File: config.mk
export PLATFORM = sky130hd
export DESIGN_NAME = remote_digital_input_pod
export DESIGN_NICKNAME = d
export VERILOG_FILES = /design/src/rtl/rdip_pkg.sv /design/src/rtl/rdip_tick_gen.sv /design/src/rtl/remote_digital_input_pod.sv
export SDC_FILE = /design/constraint.sdc
export NUM_CORES = 2
export LEC_CHECK = 0
export BUFFER_PORTS_ARGS = -buffer_cell sky130_fd_sc_hd__buf_2
export CORE_UTILIZATION = 50
export DETAILED_ROUTE_END_ITERATION = 16
export PLACE_DENSITY = 0.63
export SETUP_SLACK_MARGIN = 0.2
export SYNTH_ARGS = -nofsm -noshare
export SYNTH_HDL_FRONTEND = slang
export SYNTH_SLANG_ARGS = --single-unit
File: constraint.sdc
create_clock -name clk_sys -period 10.8 [get_ports clk_sys]
set_input_delay 0.54 -clock clk_sys [delete_from_list [all_inputs] [get_ports clk_sys]]
set_output_delay 0.54 -clock clk_sys [all_outputs]
set_load 0.005 [all_outputs]
File: src/rtl/rdip_pkg.sv
package rdip_pkg;
    localparam int RDIP_NBITS = 54;
    localparam int RDIP_NBYTES = 7;
    localparam int RDIP_CLK_HZ = 20000000;
    // Time base: refclk / 12 / timebase
    localparam int RDIP_TB_REF_HZ = 11059200;
    localparam int RDIP_TB_DIV = 12;
    localparam logic [15:0] RDIP_TB_MIN = 16'h039a;
    localparam logic [15:0] RDIP_TB_DEFAULT = 16'h2400;
    localparam logic [7:0] RDIP_CNT_MAX = 8'hff;
    localparam logic [7:0] RDIP_ADDR_NONE = 8'h00;
    localparam logic [2:0] RDIP_BAUD_DEFAULT = 3'h3;
    localparam int RDIP_DATA_BITS = 7;
    localparam int RDIP_STOP_BITS = 1;
    localparam int RDIP_LOG_DEPTH = 256;
    localparam int RDIP_WDOG_CYCLES = 20000000;
    localparam logic [2:0] RDIP_BYTE_HI = 3'h6;
    localparam logic [5:0] RDIP_BIT_HI = 6'h35;
    // Baud codes 0..7: 1200,2400,4800,9600,14400,19200,28800,57600
    localparam logic [31:0] RDIP_BAUD_RATE [8] = '{32'd1200, 32'd2400,
        32'd4800, 32'd9600, 32'd14400, 32'd19200, 32'd28800, 32'd57600};

    typedef enum logic [3:0]
    {
        RDIP_OP_NONE = 4'h0,
        RDIP_OP_READ_BIT = 4'h1,
        RDIP_OP_READ_BYTE = 4'h2,
        RDIP_OP_READ_CNT = 4'h3,
        RDIP_OP_CLR_CNT = 4'h4,
        RDIP_OP_CLR_ALL = 4'h5,
        RDIP_OP_READ_FLAG = 4'h6,
        RDIP_OP_SET_MASK = 4'h7,
        RDIP_OP_SET_POL = 4'h8,
        RDIP_OP_READ_LOG = 4'h9
    } rdip_op_t;

    typedef struct packed
    {
        logic valid;
        rdip_op_t op;
        logic [5:0] index;
        logic [7:0] data;
    } rdip_req_t;

    typedef struct packed
    {
        logic valid;
        logic [7:0] data;
    } rdip_rsp_t;

    typedef struct packed
    {
        logic [7:0] podAddr;
        logic [2:0] baudCode;
        logic [15:0] timeBase;
    } rdip_nv_t;

    typedef enum logic [2:0]
    {
        RDIP_ST_IDLE = 3'b001,
        RDIP_ST_EXEC = 3'b010,
        RDIP_ST_RESP = 3'b100
    } rdip_state_t;
endpackage

File: src/rtl/rdip_tick_gen.sv
module rdip_tick_gen
    import rdip_pkg::*;
(
    input wire logic clk_sys,
    input wire logic reset,
    input wire logic [15:0] timeBase,
    output logic tick
);
    // Reference ticks of timebase units scaled to our clock
    logic [31:0] acc_q;
    logic [31:0] acc_d;
    logic tick_q;
    logic tick_d;
    logic [31:0] limit;

    always_comb
    begin
        limit = 32'(timeBase) * 32'(RDIP_TB_DIV) * 32'd20;
        acc_d = acc_q + 32'd11;
        tick_d = 1'b0;
        // Fractional step keeps 11.0592/20 ratio close without a PLL
        if (acc_d >= limit)
        begin
            acc_d = 32'd0;
            tick_d = 1'b1;
        end
    end

    always_ff @(posedge clk_sys)
    begin
        if (reset)
        begin
            acc_q <= 32'd0;
            tick_q <= 1'b0;
        end
        else
        begin
            acc_q <= acc_d;
            tick_q <= tick_d;
        end
    end

    assign tick = tick_q;
endmodule

File: src/rtl/remote_digital_input_pod.sv
// Operation
// Fifty-four input lines sampled, each a numbered bit.
// Half-duplex link; pod drives only while answering.
// Host may share the link with up to thirty-one nodes.
// Pod address stored non-volatile, reloaded at power-on.
// Baud code stored non-volatile, applied after power-on.
// Programmable time base paces sampling, 14 Hz to 1 kHz.
// Inputs answered as single bit or eight-bit byte.
// Per-input counter counts selected edge only, up to 255.
// Counters readable and clearable by host.
// Change on enabled input sets the change flag, host reads it.
// Per-bit enable mask; masked bits never set the flag.
// Watchdog resets the pod when not serviced.
// Samples logged to local memory for later read-back.
// Characters use seven data bits, even parity, one stop.
// Nonzero address means addressed mode, zero non-addressed.
// Reading the change flag returns it and clears it.
// Host waits for each answer before the next command.
// Counter at 255 holds until cleared.
// Each tick compares inputs with previous sample.
module remote_digital_input_pod
    import rdip_pkg::*;
(
    input wire logic clk_sys,
    input wire logic reset,
    input wire logic [RDIP_NBITS-1:0] dataIn,
    input wire rdip_req_t req,
    input wire rdip_nv_t nvStored,
    input wire logic nvWrite,
    input wire rdip_nv_t nvWriteData,
    input wire logic wdogKick,
    output rdip_rsp_t rsp,
    output logic reqReady,
    output logic txEnable,
    output rdip_nv_t nvActive,
    output rdip_nv_t nvImage,
    output logic addressedMode,
    output logic [31:0] baudRate,
    output logic change_detect_flag,
    output logic wdogReset
);
    rdip_state_t state_q;
    rdip_state_t state_d;
    rdip_req_t cur_q;
    rdip_req_t cur_d;
    rdip_rsp_t rsp_q;
    rdip_rsp_t rsp_d;
    rdip_nv_t active_q;
    rdip_nv_t active_d;
    rdip_nv_t image_q;
    rdip_nv_t image_d;
    logic loaded_q;
    logic loaded_d;
    logic [RDIP_NBITS-1:0] samp_q;
    logic [RDIP_NBITS-1:0] samp_d;
    logic [RDIP_NBITS-1:0] mask_q;
    logic [RDIP_NBITS-1:0] mask_d;
    logic [RDIP_NBITS-1:0] pol_q;
    logic [RDIP_NBITS-1:0] pol_d;
    logic [7:0] cnt_q [RDIP_NBITS];
    logic [7:0] cnt_d [RDIP_NBITS];
    logic flag_q;
    logic flag_d;
    logic [7:0] logMem [RDIP_LOG_DEPTH];
    logic [7:0] logWr_q;
    logic [7:0] logWr_d;
    logic [7:0] logRd_q;
    logic [7:0] logRd_d;
    logic [2:0] logLane_q;
    logic [2:0] logLane_d;
    logic [24:0] wdog_q;
    logic [24:0] wdog_d;
    logic wdogFire_q;
    logic wdogFire_d;
    logic tick;
    logic podReset;
    logic [15:0] tbSel;

    function automatic logic [7:0] byteOf(logic [RDIP_NBITS-1:0] v,
        logic [2:0] p);
        return 8'(64'(v) >> (p * 8));
    endfunction

    function automatic logic [RDIP_NBITS-1:0] setByte(
        logic [RDIP_NBITS-1:0] v, logic [2:0] p, logic [7:0] b);
        logic [63:0] w;
        w = 64'(v);
        w[p*8 +: 8] = b;
        return w[RDIP_NBITS-1:0];
    endfunction

    function automatic logic [15:0] tbValid(logic [15:0] t);
        return (t < RDIP_TB_MIN) ? RDIP_TB_DEFAULT : t;
    endfunction

    // Watchdog reset folds into the pod reset
    assign podReset = reset | wdogFire_q;
    assign tbSel = tbValid(active_q.timeBase);

    rdip_tick_gen u_tick
    (
        .clk_sys(clk_sys),
        .reset(podReset),
        .timeBase(tbSel),
        .tick(tick)
    );

    // Watchdog
    always_comb
    begin
        wdog_d = wdog_q + 25'd1;
        wdogFire_d = 1'b0;
        if (wdogKick)
            wdog_d = 25'd0;
        else if (wdog_q == 25'(RDIP_WDOG_CYCLES - 1))
        begin
            wdog_d = 25'd0;
            wdogFire_d = 1'b1;
        end
    end

    always_ff @(posedge clk_sys)
    begin
        if (reset)
        begin
            wdog_q <= 25'd0;
            wdogFire_q <= 1'b0;
        end
        else
        begin
            wdog_q <= wdog_d;
            wdogFire_q <= wdogFire_d;
        end
    end

    // Non-volatile image: writes reach active settings only at next load
    always_comb
    begin
        active_d = active_q;
        image_d = image_q;
        loaded_d = 1'b1;
        if (!loaded_q)
        begin
            active_d = nvStored;
            image_d = nvStored;
        end
        if (nvWrite)
            image_d = nvWriteData;
    end

    always_ff @(posedge clk_sys)
    begin
        if (podReset)
        begin
            active_q <= '{RDIP_ADDR_NONE, RDIP_BAUD_DEFAULT, RDIP_TB_DEFAULT};
            image_q <= '{RDIP_ADDR_NONE, RDIP_BAUD_DEFAULT, RDIP_TB_DEFAULT};
            loaded_q <= 1'b0;
        end
        else
        begin
            active_q <= active_d;
            image_q <= image_d;
            loaded_q <= loaded_d;
        end
    end

    // Sampling, counters, flag
    always_comb
    begin
        samp_d = samp_q;
        mask_d = mask_q;
        pol_d = pol_q;
        cnt_d = cnt_q;
        flag_d = flag_q;
        // First sample after reset taken as is, so no false edges
        if (tick || !loaded_q)
            samp_d = dataIn;
        if (state_q == RDIP_ST_EXEC)
            unique case (cur_q.op)
                RDIP_OP_SET_MASK:
                    mask_d = setByte(mask_q, cur_q.index[2:0], cur_q.data);
                RDIP_OP_SET_POL:
                    pol_d[cur_q.index] = cur_q.data[0];
                RDIP_OP_CLR_CNT:
                    cnt_d[cur_q.index] = 8'h00;
                RDIP_OP_CLR_ALL:
                    cnt_d = '{default: 8'h00};
                RDIP_OP_READ_FLAG:
                    flag_d = 1'b0;
                default: ;
            endcase
        // Edge evaluation after clears so a fresh event wins
        for (int i = 0; i < RDIP_NBITS; i++)
            if (dataIn[i] != samp_q[i] && tick)
            begin
                if (mask_q[i])
                    flag_d = 1'b1;
                if (dataIn[i] == pol_q[i] && cnt_d[i] != RDIP_CNT_MAX)
                    cnt_d[i] = cnt_d[i] + 8'h01;
            end
    end

    always_ff @(posedge clk_sys)
    begin
        if (podReset)
        begin
            samp_q <= '0;
            mask_q <= '0;
            pol_q <= '1;
            cnt_q <= '{default: 8'h00};
            flag_q <= 1'b0;
        end
        else
        begin
            samp_q <= samp_d;
            mask_q <= mask_d;
            pol_q <= pol_d;
            cnt_q <= cnt_d;
            flag_q <= flag_d;
        end
    end

    // Logging: one sample byte lane per tick, oldest overwritten
    always_comb
    begin
        logWr_d = logWr_q;
        logLane_d = logLane_q;
        logRd_d = logRd_q;
        if (tick)
        begin
            logWr_d = logWr_q + 8'h01;
            logLane_d = (logLane_q == RDIP_BYTE_HI) ? 3'h0 : logLane_q + 3'h1;
        end
        if (state_q == RDIP_ST_EXEC && cur_q.op == RDIP_OP_READ_LOG)
            logRd_d = logRd_q + 8'h01;
    end

    always_ff @(posedge clk_sys)
    begin
        if (tick)
            logMem[logWr_q] <= byteOf(dataIn, logLane_q);
        if (podReset)
        begin
            logWr_q <= 8'h00;
            logLane_q <= 3'h0;
            logRd_q <= 8'h00;
        end
        else
        begin
            logWr_q <= logWr_d;
            logLane_q <= logLane_d;
            logRd_q <= logRd_d;
        end
    end

    // Command engine; one command in flight at a time
    always_comb
    begin
        state_d = state_q;
        cur_d = cur_q;
        rsp_d = '0;
        unique case (state_q)
            RDIP_ST_IDLE:
                if (req.valid)
                begin
                    cur_d = req;
                    state_d = RDIP_ST_EXEC;
                end
            RDIP_ST_EXEC:
            begin
                rsp_d.valid = 1'b1;
                unique case (cur_q.op)
                    RDIP_OP_READ_BIT:
                        rsp_d.data = {7'h00, samp_q[cur_q.index]};
                    RDIP_OP_READ_BYTE:
                        rsp_d.data = byteOf(samp_q, cur_q.index[2:0]);
                    RDIP_OP_READ_CNT:
                        rsp_d.data = cnt_q[cur_q.index];
                    RDIP_OP_READ_FLAG:
                        rsp_d.data = {7'h00, flag_q};
                    RDIP_OP_READ_LOG:
                        rsp_d.data = logMem[logRd_q];
                    default:
                        rsp_d.data = 8'h00;
                endcase
                state_d = RDIP_ST_RESP;
            end
            RDIP_ST_RESP:
                state_d = RDIP_ST_IDLE;
        endcase
    end

    always_ff @(posedge clk_sys)
    begin
        if (podReset)
        begin
            state_q <= RDIP_ST_IDLE;
            cur_q <= '0;
            rsp_q <= '0;
        end
        else
        begin
            state_q <= state_d;
            cur_q <= cur_d;
            rsp_q <= rsp_d;
        end
    end

    // Registered outputs
    logic ready_q;
    logic mode_q;
    logic [31:0] baud_q;
    always_ff @(posedge clk_sys)
    begin
        if (podReset)
        begin
            ready_q <= 1'b0;
            mode_q <= 1'b0;
            baud_q <= 32'd9600;
        end
        else
        begin
            ready_q <= (state_d == RDIP_ST_IDLE);
            mode_q <= (active_d.podAddr != RDIP_ADDR_NONE);
            baud_q <= RDIP_BAUD_RATE[active_d.baudCode];
        end
    end

    assign rsp = rsp_q;
    assign reqReady = ready_q;
    assign txEnable = rsp_q.valid;
    assign nvActive = active_q;
    assign nvImage = image_q;
    assign addressedMode = mode_q;
    assign baudRate = baud_q;
    assign change_detect_flag = flag_q;
    assign wdogReset = wdogFire_q;
endmodule

==> impl_metrics.json <==
{
  "slowest_stage": "nand4_1",
  "overflow": 0,
  "clockBufferDepth": 4,
  "ant_nets": 0,
  "synth.cell_area_um2": 122000,
  "cts_tree": "yes",
  "routabilityCongestion": 0.971,
  "synth_compound_area_share_pct": 7.14,
  "synth_top_family_by_area": "multiplexers",
  "die_h_um": 496,
  "worst_path_largest_cell_delay_ps": 860,
  "boundaryPins": 231,
  "r2r_end": "u_tick.acc_q[2]",
  "min_period_ps": 7820,
  "yosys.area_share.simple_pct": 11.1,
  "r2r_cells": 29,
  "yosys_warnings": 0,
  "tns_ps": 0,
  "drt-vias-per-instance": 6.33,
  "cts_setup_buffers": 0,
  "ys_types": 106,
  "grt_max_degree": 214,
  "hpwl_um": 245000,
  "multi_input_area_um2": 42700,
  "r2r_slack_ps": 2980,
  "synthArstFlopShare_pct": 0,
  "hp-class": "input port to flip-flop",
  "yosysTopAreaCellShare_pct": 50.4,
  "crit-reg2reg-launch": "nvActive[11]",
  "clkLatencyLatePin_ps": 960,
  "dpl.cell_count": 12100,
  "cp.arrival_ps": 8590,
  "synthesis.instances": 9016,
  "layout.cells.most_common": "edfxtp_1",
  "ir_worst_vdd_uv": 170,
  "areaGrowthSynthToFinish_pct": 12.5,
  "finalSetupViolations": 0,
  "synth_xor_area_share_pct": 3.44,
  "cts-root-buf": "clkbuf_16",
  "powerDensity_nw_per_um2": 172,
  "status": "complete, no violations",
  "skew_ps": 69.6,
  "crit_fanout": 25,
  "core.rowCount": 181,
  "cp-end-kind": "flip-flop",
  "start_util_pct": 50.2,
  "final_cell_mix": "edfxtp_1, nor2_1, nand2_1, dfxtp_1, mux4_2",
  "cp_num_cells": 29,
  "synth_area_leaders": "edfxtp_1, dfxtp_1, mux4_2",
  "rsz0062_at_grt": "no",
  "numCtsBuffers": 314,
  "core_um2": 243000,
  "grt_use_total_pct": 30.3,
  "grt_pass1_vias": 78000,
  "critical_path.startpoint": "nvActive[11]",
  "design_area_um2": 137000,
  "synth_flop_cell": "edfxtp_1",
  "fp.dieW_um": 496,
  "start_kind": "flip-flop",
  "cp_top_family": "compound AO/OA/AOI/OAI gates",
  "routed_wirelength_um": 376000,
  "layout-drive-gt1-share_pct": 15.4,
  "layout.cells.non_filler": 12800,
  "ys_seq_area_share_pct": 63.2,
  "fin_crit_sh_pct": 72.4,
  "grt_pass1_wl_um": 542000,
  "clkSinkCount": 2827,
  "avgRoutedWirePerCell_um": 29.5,
  "utilization_pct": 56.5,
  "ys_ff_latch": 2827,
  "critPathKind": "flip-flop to flip-flop",
  "drv_slew": 0,
  "pre_cts_ws_ps": 3060,
  "die_area_um2": 246000,
  "htree_num_levels": 5,
  "antenna_found_initial": 16,
  "cp-endpoint": "u_tick.acc_q[2]",
  "clkTransAtPathRegs_ps": 60,
  "final_net_count": 9595,
  "tightestPinTransition_ps": 1330,
  "max_freq_mhz": 128,
  "regArea_um2": 77100,
  "slew_headroom_pct": 11.6,
  "fin_ws_ps": 2980,
  "yosys.area.top_type": "edfxtp_1",
  "fillers": 19300,
  "synth_edf_count": 2048,
  "crit_buf_inv": 1,
  "dr.pass1.iters": 6,
  "drc": 0,
  "leakage_nw": 44.6,
  "crit_required_ps": 11570,
  "dpl_cell_area_um2": 126000,
  "drt_iter0_markers": 9606,
  "dr_total_vias": 80800,
  "synthMuxAreaShare_pct": 11.6,
  "hold_violations": 0,
  "io_buffers": 210,
  "syn_avg_cell_area_um2": 13.5,
  "cap_violations": 0,
  "synthAdderAreaFrac_pct": 1.50
}
-- synthesized netlist by cell type (51+ instances only) --
master / instances
a21oi_1: 388
a221oi_1: 54
a22oi_1: 246
and2_1: 139
and3_1: 94
buf_1: 52
buf_2: 82
buf_4: 55
clkbuf_1: 314
dfxtp_1: 779
edfxtp_1: 2048
ha_1: 143
inv_1: 83
mux2i_1: 197
mux4_2: 518
nand2_1: 862
nand2b_1: 63
nand3_1: 157
nand4_1: 144
nor2_1: 1016
nor2b_1: 97
nor3_1: 93
nor4_1: 76
o21ai_0: 200
o22ai_1: 51
xnor2_1: 222
xor2_1: 258
-- routing by layer --
metal	GRT usage [%]	wire, um	share of wire (%)	up-vias
li1	-	-	-	34600
met1	39.8	146000	39	40900
met2	47.5	173000	46	4225
met3	6.26	34800	9.3	983
met4	16.0	22900	6.1	10
met5	0	69	0.018	-
-- worst min-delay path by stage --
stage                  to  cells after the start        from  slack [ps]
3_3_place_gp    wdog_q[0]                      1   wdog_q[0]         430
5_1_grt        samp_q[41]                      3  dataIn[41]          30
4_1_cts        samp_q[49]                      3  dataIn[49]           3
3_5_place_dp    wdog_q[0]                      1   wdog_q[0]         430
6_report       samp_q[49]                      3  dataIn[49]          60
2_1_floorplan   wdog_q[0]                      1   wdog_q[0]         420
-- metrics by stage --
step	hold slack [ps]	total power (W)
detailed placement	434	0.0135
global placement	427	0.0134
global route	30.0	0.0241
finish	57.7	0.0235
CTS	3.33	0.0236
floorplan	418	0.0129
-- worst register-to-register path, delay by kind of cell, from the launching register on --
family / cells / cell delay (ps)
flip-flops: 1 / 360
AND/OR/NAND/NOR: 7 / 2070
adder cells (fa/ha/maj): 5 / 1590
XOR/XNOR: 1 / 210
buffers and inverters: 1 / 220
AO/OA/AOI/OAI: 15 / 3250
-- sequential cells by signal (all words and copies together), names as in the netlist, named ones only --
name / cells
addressedMode: 1
pol_q: 54
wdogReset: 1
logLane_q: 3
logWr_q: 8
change_detect_flag: 1
u_tick.tick: 1
u_tick.acc_q: 32
mask_q: 54
nvActive: 27
baudRate: 11
txEnable: 1
loaded_q: 1
wdog_q: 25
logRd_q: 8
cur_q: 18
logMem: 2048
nvImage: 27
state_q: 3
cnt_q: 432
samp_q: 54
reqReady: 1
rsp: 8
-- where the power goes --
| group | switching (W) | leakage, nW | total [W] | internal [W] |
|---|---|---|---|---|
| clock | 0.00427 | 4.72 | 0.0103 | 0.00599 |
| combinational | 0.000949 | 15.1 | 0.00130 | 0.000351 |
| sequential | 0.0000981 | 24.7 | 0.0120 | 0.0119 |
| total | 0.00532 | 44.6 | 0.0235 | 0.0182 |
-- layout make-up --
class	instances	area share, %
clock buffer	409	6.22
tap	3202	2.92
multi-input combinational	5622	31.1
timing repair buffer	470	2.50
inverter	84	0.232
clock inverter	127	0.798
sequential	2827	56.2
antenna	10	0.0182
-- timing repair --
item | in CTS | in global routing
hold buffers | 123 | 0
gates resized for setup | 0 | 0
endpoints found under the hold margin | 125 | 0
setup endpoints to repair | 0 | 0
-- kinds of logic (layout without fill, tap and decap cells) --
family          after synthesis  after routing
flops                      2827           2827
simple gates               2916           2916
compound gates             1293           1293
other cells                   1             37
fa+ha+maj                   145            145
buf+inv                     593           1090
mux                         761            761
xor+xnor                    480            480
(Power assumes the default switching activity.)
